<file path="config.mk">
export PLATFORM = sky130hd
export DESIGN_NAME = rso_core
export DESIGN_NICKNAME = d
export VERILOG_FILES = /design/src/rso_pkg.sv /design/src/rso_stack_if.sv /design/src/rso_stack.sv /design/src/rso_core.sv
export SDC_FILE = /design/constraint.sdc
export NUM_CORES = 2
export LEC_CHECK = 0
export BUFFER_PORTS_ARGS = -buffer_cell sky130_fd_sc_hd__buf_2
export CAP_MARGIN = 20
export CORE_UTILIZATION = 30
export CTS_CLUSTER_SIZE = 40
export DETAILED_ROUTE_END_ITERATION = 8
export PLACE_DENSITY = 0.47
export SETUP_SLACK_MARGIN = 0.1
export SYNTH_ARGS = -nofsm -noshare
export SYNTH_HDL_FRONTEND = slang
export SYNTH_SLANG_ARGS = --single-unit
</file>
<file path="constraint.sdc">
create_clock -name i_clk -period 6 [get_ports i_clk]
set_input_delay 1.2 -clock i_clk [delete_from_list [all_inputs] [get_ports i_clk]]
set_output_delay 1.2 -clock i_clk [all_outputs]
set_load 0.02 [all_outputs]
</file>
<file path="src/rso_pkg.sv">
// rso_pkg: opcodes, widths and reset values for the return-stack execution block
// assumes: 16-bit instruction words, byte-addressed program counter
package rso_pkg;
    localparam int PC_W              = 21;
    localparam int OP_W              = 16;
    localparam int OFS_W             = 11;
    localparam int DEPTH_DEF         = 31;
    localparam logic [OP_W-1:0] OP_POP_TOP   = 16'h0006;
    localparam logic [OP_W-1:0] OP_PUSH_NEXT = 16'h0005;
    localparam logic [OP_W-1:0] OP_SOFT_RST  = 16'h00ff;
    localparam logic [4:0]      CALL_HI      = 5'h1b;
    localparam int              CALL_HI_LSB  = 11;
    localparam logic [PC_W-1:0] PC_STEP      = 21'h000002;
    localparam logic [PC_W-1:0] PC_RESET     = 21'h000000;
    localparam logic [PC_W-1:0] ENTRY_RESET  = 21'h000000;

    typedef enum logic [1:0] {
        RSO_EXEC = 2'b00,
        RSO_SKIP = 2'b01
    } rso_state_e;
endpackage

</file>
<file path="src/rso_stack_if.sv">
// rso_stack_if: push/pop/write port between the decoder and the stack store
// assumes: single clock, one operation per cycle
`timescale 1ns/1ps
interface rso_stack_if
    import rso_pkg::*;
();
    logic            push;
    logic            pop;
    logic            wr_top;
    logic [PC_W-1:0] push_val;
    logic [PC_W-1:0] wr_val;
    logic [PC_W-1:0] top;
    logic [PC_W-1:0] below;

    modport ctrl  (output push, pop, wr_top, push_val, wr_val, input top, below);
    modport store (input push, pop, wr_top, push_val, wr_val, output top, below);
endinterface

</file>
<file path="src/rso_stack.sv">
// rso_stack: fixed-depth lifo of program addresses
// assumes: controller never pushes and pops in one cycle; overflow drops the deepest entry
`timescale 1ns/1ps
module rso_stack
    import rso_pkg::*;
#(
    parameter int DEPTH = DEPTH_DEF
)(
    input  wire logic    i_clk,
    input  wire logic    i_srst,
    rso_stack_if.store   s
);
    logic [PC_W-1:0] mem_reg    [DEPTH];
    logic [PC_W-1:0] mem_next   [DEPTH];
    logic [PC_W-1:0] from_above [DEPTH];
    logic [PC_W-1:0] from_below [DEPTH];

    // neighbour links; the ends take the new value and the empty fill
    assign from_above[0]       = s.push_val;
    assign from_below[DEPTH-1] = ENTRY_RESET;

    for (genvar g = 1; g < DEPTH; g++)
    begin : g_link
        assign from_above[g]   = mem_reg[g-1];
        assign from_below[g-1] = mem_reg[g];
    end

    always_comb
    begin
        for (int k = 0; k < DEPTH; k++)
        begin
            mem_next[k] = mem_reg[k];
            if (s.push)
                mem_next[k] = from_above[k];
            else if (s.pop)
                mem_next[k] = from_below[k];
            else if (s.wr_top && k == 0)
                mem_next[k] = s.wr_val;
        end
    end

    always_ff @(posedge i_clk)
    begin
        for (int k = 0; k < DEPTH; k++)
        begin
            if (i_srst)
                mem_reg[k] <= ENTRY_RESET;
            else
                mem_reg[k] <= mem_next[k];
        end
    end

    assign s.top   = mem_reg[0];
    assign s.below = mem_reg[1];
endmodule

</file>
<file path="src/rso_core.sv">
// rso_core: executes pop, push, relative call and software reset on the return stack
// assumes: one instruction per clock; i_pc is address of the current instruction
`timescale 1ns/1ps
module rso_core
    import rso_pkg::*;
#(
    parameter int DEPTH = DEPTH_DEF
)(
    input  wire logic            i_clk,
    input  wire logic            i_srst,
    input  wire logic            i_master_clear_reset,
    input  wire logic            i_valid,
    input  wire logic [OP_W-1:0] i_opcode,
    input  wire logic [PC_W-1:0] i_pc,
    input  wire logic            i_top_wr,
    input  wire logic [PC_W-1:0] i_top_wr_val,
    output logic [PC_W-1:0]      o_stack_top_entry,
    output logic                 o_pc_load,
    output logic [PC_W-1:0]      o_pc_target,
    output logic                 o_busy,
    output logic                 o_core_reset
);
    ////////////////////////////////////////////////////////////////////////
    function automatic logic is_relative_call(input logic [OP_W-1:0] op);
        return op[OP_W-1:CALL_HI_LSB] == CALL_HI;
    endfunction

    // exact match of a single-word opcode
    function automatic logic is_word(input logic [OP_W-1:0] op, input logic [OP_W-1:0] code);
        return op == code;
    endfunction

    ////////////////////////////////////////////////////////////////////////
    // master clear pin: two flops before anything reads it
    logic mc_s1_reg;
    logic mc_s2_reg;
    logic rst_all;

    always_ff @(posedge i_clk)
    begin
        mc_s1_reg <= i_master_clear_reset;
        mc_s2_reg <= mc_s1_reg;
    end

    // software reset reuses the master clear path
    assign rst_all = i_srst | mc_s2_reg | o_core_reset;

    ////////////////////////////////////////////////////////////////////////
    rso_stack_if stk ();

    rso_stack #(
        .DEPTH (DEPTH)
    ) u_stack (
        .i_clk  (i_clk),
        .i_srst (rst_all),
        .s      (stk.store)
    );

    ////////////////////////////////////////////////////////////////////////
    // decode
    rso_state_e      state_reg;
    rso_state_e      state_next;
    logic            load_next;
    logic            rst_next;
    logic            busy_next;
    logic [PC_W-1:0] tgt_next;
    logic            go;
    logic            pop_op;
    logic            push_op;
    logic            call_op;
    logic            rst_op;
    logic [PC_W-1:0] ret_addr;
    logic [PC_W-1:0] ofs_ext;
    logic [PC_W-1:0] call_tgt;

    // nothing is taken in the dead cycle after a call or while any reset is active
    assign go       = i_valid && state_reg == RSO_EXEC && !rst_all;
    assign pop_op   = go && is_word(i_opcode, OP_POP_TOP);
    assign push_op  = go && is_word(i_opcode, OP_PUSH_NEXT);
    assign call_op  = go && is_relative_call(i_opcode);
    assign rst_op   = go && is_word(i_opcode, OP_SOFT_RST);
    assign ret_addr = i_pc + PC_STEP;
    // sign-extended word offset, doubled to a byte distance
    assign ofs_ext  = PC_W'({{(PC_W-OFS_W){i_opcode[OFS_W-1]}}, i_opcode[OFS_W-1:0]} << 1);
    assign call_tgt = ret_addr + ofs_ext;

    ////////////////////////////////////////////////////////////////////////
    // stack port: return address goes in before the pc moves
    assign stk.push     = push_op || call_op;
    assign stk.pop      = pop_op;
    assign stk.push_val = ret_addr;
    // top write loses to push and pop in the same cycle
    assign stk.wr_top   = i_top_wr && !stk.push && !stk.pop;
    assign stk.wr_val   = i_top_wr_val;

    ////////////////////////////////////////////////////////////////////////
    // sequencing and pc load
    always_comb
    begin
        state_next = RSO_EXEC;
        load_next  = 1'b0;
        tgt_next   = o_pc_target;
        rst_next   = rst_op;
        busy_next  = call_op;
        if (o_core_reset)
            tgt_next = PC_RESET;
        else if (call_op)
        begin
            state_next = RSO_SKIP;
            load_next  = 1'b1;
            tgt_next   = call_tgt;
        end
        case (state_reg)
            RSO_EXEC: ;
            RSO_SKIP: state_next = RSO_EXEC;
            default:  state_next = RSO_EXEC;
        endcase
    end

    always_ff @(posedge i_clk)
    begin
        if (i_srst || mc_s2_reg)
        begin
            state_reg    <= RSO_EXEC;
            o_pc_load    <= 1'b0;
            o_pc_target  <= PC_RESET;
            o_core_reset <= 1'b0;
            o_busy       <= 1'b0;
        end
        else
        begin
            state_reg    <= state_next;
            o_pc_load    <= load_next;
            o_pc_target  <= tgt_next;
            o_core_reset <= rst_next;
            o_busy       <= busy_next;
        end
    end

    always_ff @(posedge i_clk)
    begin
        if (i_srst)
            o_stack_top_entry <= ENTRY_RESET;
        else
            o_stack_top_entry <= stk.top;
    end
endmodule

</file>
Word-level counts from Yosys, hierarchy flattened
Memory sizes are Yosys's and may differ from the RTL's.
Index checks and enable logic that the tools add are counted.
{"block": "totals", "ram_bits": 651, "mem_count": 1, "out_inout_bits": 45, "register_bits": 49}
{"memory": "u_stack.mem_reg", "words": 31, "width": 21, "read_ports": 31, "rd_ports_with_merged_regs": 0, "write_ports": 31, "line": "rso_stack.sv:13", "rtl": "logic [PC_W-1:0] mem_reg [DEPTH];"}
{"block": "classes", "n_addsub": 2, "bitwise": 34, "n_eq_ne": 4, "n_reduce_logical": 16, "n_mux": 99}
{"cell": "2-to-1 mux 21 bit", "n": 94}
{"cell": "OR 1 bit", "n": 33}
{"cell": "== test 16 x 3 -> 1 bit, second input constant", "n": 2}
{"cell": "adder 21 x 2 -> 21 bit, second input constant", "n": 1}
{"cell": "adder 21 bit", "n": 1}
{"cell": "== test 16 x 8 -> 1 bit, second input constant", "n": 1}
{"cell": "logical AND 1 bit", "n": 8}
{"cell": "== test 5 bit, second input constant", "n": 1}
{"cell": "2-to-1 mux 1 bit", "n": 5}
{"cell": "logical NOT 1 bit", "n": 3}
{"cell": "OR reduction 3 bit", "n": 1}
{"cell": "logical NOT 2 bit", "n": 1}
{"cell": "logical OR 1 bit", "n": 2}
{"cell": "OR reduction 2 bit", "n": 1}
{"cell": "inverter 1 bit", "n": 1}

Longest topological paths before layout
{"block": "logic_depth", "word_depth": 13, "ltp_mapped": 13, "mapped_depth_nobuf": 12}

Cells and area by module
From an unflattened synthesis, not the netlist that was laid out.
{"block": "hier_totals", "hier_cells": 3198, "hier_area_um2": 33752.4}
{"module": "rso_stack", "instances": 1, "cells_per_inst": 2871, "area_each_um2": 30989.7}
{"module": "rso_core", "instances": 1, "cells_per_inst": 327, "area_each_um2": 2762.6}

Least setup slack after synthesis
No wires, ideal clock.
{"block": "synth_path", "kind": "in2reg", "start": "input port i_pc[5]", "end": "register o_pc_target[20]", "required_ns": 5.926, "cell_stages": 12, "arrival_ns": 3.670, "n_path_buf": 1, "path_slack_ns": 2.255, "cell_sequence": "nand4_1 > or4_1 > nor3_1 > xor2_1 > ha_1 > clkbuf_1 > nand4_1 > nor2_1 > a221oi_1 > o22ai_1 > xnor3_1 > o21ai_0"}
{"block": "synth_via", "elab_chain_len": 2}
{"element": "start: declaration", "line": "rso_core.sv:14", "rtl": "input wire logic [PC_W-1:0] i_pc,"}
{"element": "adder 21 x 2 -> 21 bit", "line": "rso_core.sv:82", "rtl": "assign ret_addr = i_pc + PC_STEP;"}
{"element": "adder 21 bit", "line": "rso_core.sv:85", "rtl": "assign call_tgt = ret_addr + ofs_ext;"}
{"element": "end signal: assignment", "line": "rso_core.sv:134", "rtl": "o_pc_target <= tgt_next;"}
{"element": "end: declaration", "line": "rso_core.sv:19", "rtl": "output logic [PC_W-1:0] o_pc_target,"}
No other way between the ends.
A chain may end at the register's enable or synchronous reset.

Final worst setup path
{"block": "layout_path", "start": "input port i_pc[4]", "end": "register o_pc_target[20]"}
Same word-level chain as after synthesis.

==> flow_metrics.py <==
metrics = {
    "power_and_ir_drop": {
        "power_density_nw_per_um2": 265,
        "vdd_drop_max_mv": 0.215,
        "leakage_nw": 12.4,
    },
    "synth": {
        "synthCells": 3303,
        "yosys_register_bits": 699,
        "syn_area_um2": 33100,
        "ys_seq_area_share_pct": 42.3,
        "ys_async_sr_fraction_pct": 0,
        "syn_avg_cell_area_um2": 10.0,
        "yosys.cell_types.count": 57,
        "synthFlopType": "dfxtp_1",
        "synth-edff-count": 0,
        "synth.net_count": 3387,
        "synth_warnings": 0,
    },
    "worst_setup_path": {
        "cp-start-kind": "primary input",
        "cpMostUsedCell": "o21ai_0",
        "worstPathCellList": "buf_2 -> nand4_1 -> or4_1 -> nor2_1 -> xor2_1 -> ha_1 -> a21oi_1 -> o21ai_0 -> a221oi_1 -> o22ai_1 -> xnor3_1 -> o21ai_0",
        "crit_path_max_fanout": 8,
        "critPathArrivalTime_ps": 4180,
        "criticalPathCategory": "in -> reg",
        "worstPathBufferInverterCount": 1,
        "crit_path_top_delay_cell": "or4_1",
        "cp.required_ps": 6500,
        "path_delay_family": "simple AND/OR/NAND/NOR gates",
        "cp_slowest_stage_delay_ps": 650,
        "end_kind": "register",
    },
    "timing": {
        "finalCriticalPeriod_ps": 3680,
        "relSlewSlack_pct": 28.9,
        "clock.fmax_mhz": 272,
        "slew_viol_final": 0,
        "fin_setup_tns_ps": 0,
        "period_share_pct": 61.3,
        "worst_pin_slew_ps": 1070,
        "rsz0062_at_grt": "false",
        "holdWs_ps": 333,
        "hold_violations": 0,
        "setup_viol": 0,
        "fin_skew_ps": 12.4,
    },
    "route": {
        "wl_per_cell_um": 14.5,
        "drt_iter0_markers": 1371,
        "antenna_left": 0,
        "dr.pass1.iters": 5,
        "drt-total-wl_um": 68800,
        "viasPerCell": 4.87,
        "drc": 0,
        "vias": 23200,
    },
    "clock_tree": {
        "cts_tree": "yes",
        "clk_pin_slew_worst_paths_ps": 60,
        "numCtsBuffers": 78,
        "post_cts_buffers": 0,
        "cts-root-buf": "clkbuf_16",
        "cts_buffer_depth": 3,
        "cts_resized": 0,
        "clk_latency_ps": 630,
        "hold_buffers": 0,
        "cts.sinks": 699,
        "cts_max_level": 3,
    },
    "grt": {
        "grt_pass1_wl_um": 116000,
        "grtUsageTotal_pct": 12.2,
        "antenna_found_initial": 3,
        "grt_max_degree": 184,
        "grt_pass1_vias": 22400,
        "overflow": 0,
    },
    "floorplan": {
        "num_io_pins": 108,
        "start_util_pct": 30.3,
        "die_w_um": 334,
        "die-area_um2": 112000,
        "core_um2": 109000,
        "die_h_um": 334,
        "fp-row-count": 121,
    },
    "placement": {
        "numPortBuffers": 107,
        "post-place-cells": 4622,
        "place_congestion": 0.796,
        "dp_hpwl_um": 41300,
    },
    "layout": {
        "mostFrequentLayoutCells": "dfxtp_1 (699), nor2_1 (629), mux2i_1 (614)",
        "layout.cells.non_filler": 4762,
        "final_common_cell": "dfxtp_1",
        "largest_reg_flops": 651,
        "drive_gt1_share_pct": 18.0,
        "num-nets-final": 3310,
        "syn2layout_area_growth_pct": 11.3,
        "fin_util_pct": 33.7,
    },
    "run_status": {
        "status": "completed",
    },
    "flow_run": {
        "max_cap_violations": 0,
    },
    "hold_path": {
        "min_path_type": "reg -> reg",
    },
}
==> Yosys cell counts, types with 11 or more instances <==
| cell | instances | area, µm² |
|---|---|---|
| dfxtp_1 | 699 | 14000 |
| nor2_1 | 630 | 2360 |
| mux2i_1 | 614 | 6150 |
| a211oi_1 | 308 | 2310 |
| a211oi_2 | 308 | 3850 |
| clkbuf_1 | 147 | 552 |
| nand2_1 | 102 | 383 |
| buf_2 | 89 | 445 |
| nand3_1 | 69 | 345 |
| a21oi_1 | 46 | 230 |
| buf_6 | 38 | 428 |
| a21o_1 | 22 | 165 |
| nor2b_1 | 21 | 131 |
| ha_1 | 20 | 250 |
| buf_8 | 16 | 240 |
| o21ai_0 | 16 | 80.1 |
| xnor2_1 | 16 | 140 |
| a31oi_1 | 15 | 93.8 |
| inv_1 | 11 | 41.3 |
| nor3_1 | 11 | 55.1 |
| xor2_1 | 11 | 96.3 |
==> area by class of cell <==
class                   count  area (µm²)
fillers                 11200       72300
repair buffers            152        1150
well taps                1476        1850
multi-input cells        2284       17300
diodes                      1        2.50
clock buffers             110        2190
flip-flops and latches    699       14000
clock inverters            29         333
inverters                  11        41.3
==> where the power goes <==
part           leakage, nW  internal [W]  switching, W
logic                 5.53     0.0000991      0.000240
clock network         1.25       0.00278       0.00197
registers             5.63       0.00466     0.0000111
total                 12.4       0.00754       0.00222
==> per-stage QoR <==
stage	worst slack, ps	total power, W	cell area [µm²]
after floorplan	2260	0.00500	33100
after global placement	1740	0.00511	34300
after detailed placement	1740	0.00511	34300
after CTS	2410	0.00998	36800
after global routing	2160	0.0102	36800
final	2320	0.00976	36800
==> routing by layer <==
| metal | track usage, % | vias to the layer above | share of wire (%) |
|---|---|---|---|
| met1 | 17.0 | 10900 | 51 |
| met4 | 4.27 | 4 | 2.3 |
| met2 | 18.9 | 320 | 43 |
| met3 | 1.87 | 114 | 3.7 |
| met5 | 0 | - | 0.031 |
| li1 | - | 11900 | - |
==> cells by family after synthesis <==
family | share of synthesized area [%]
AOI/OAI and AO/OA | 21.2
muxes | 18.6
and+or+nand+nor | 10.7
DFF | 42.3
adders and majority gates | 0.817
buffers and inverters | 5.54
xor gates and xnor gates | 0.783
==> final timing paths <==
path / cells after the start / start / end / slack [ps]
worst max-delay path: 12 / i_pc[4] / o_pc_target[20] / 2320
worst min-delay path: 0 / mc_s1_reg / mc_s2_reg / 330
worst max register to register: 6 / mc_s2_reg / u_stack.mem_reg[0][215] / 2980
worst min register to register: 0 / mc_s1_reg / mc_s2_reg / 330
Power figures use the tool's default switching activity.
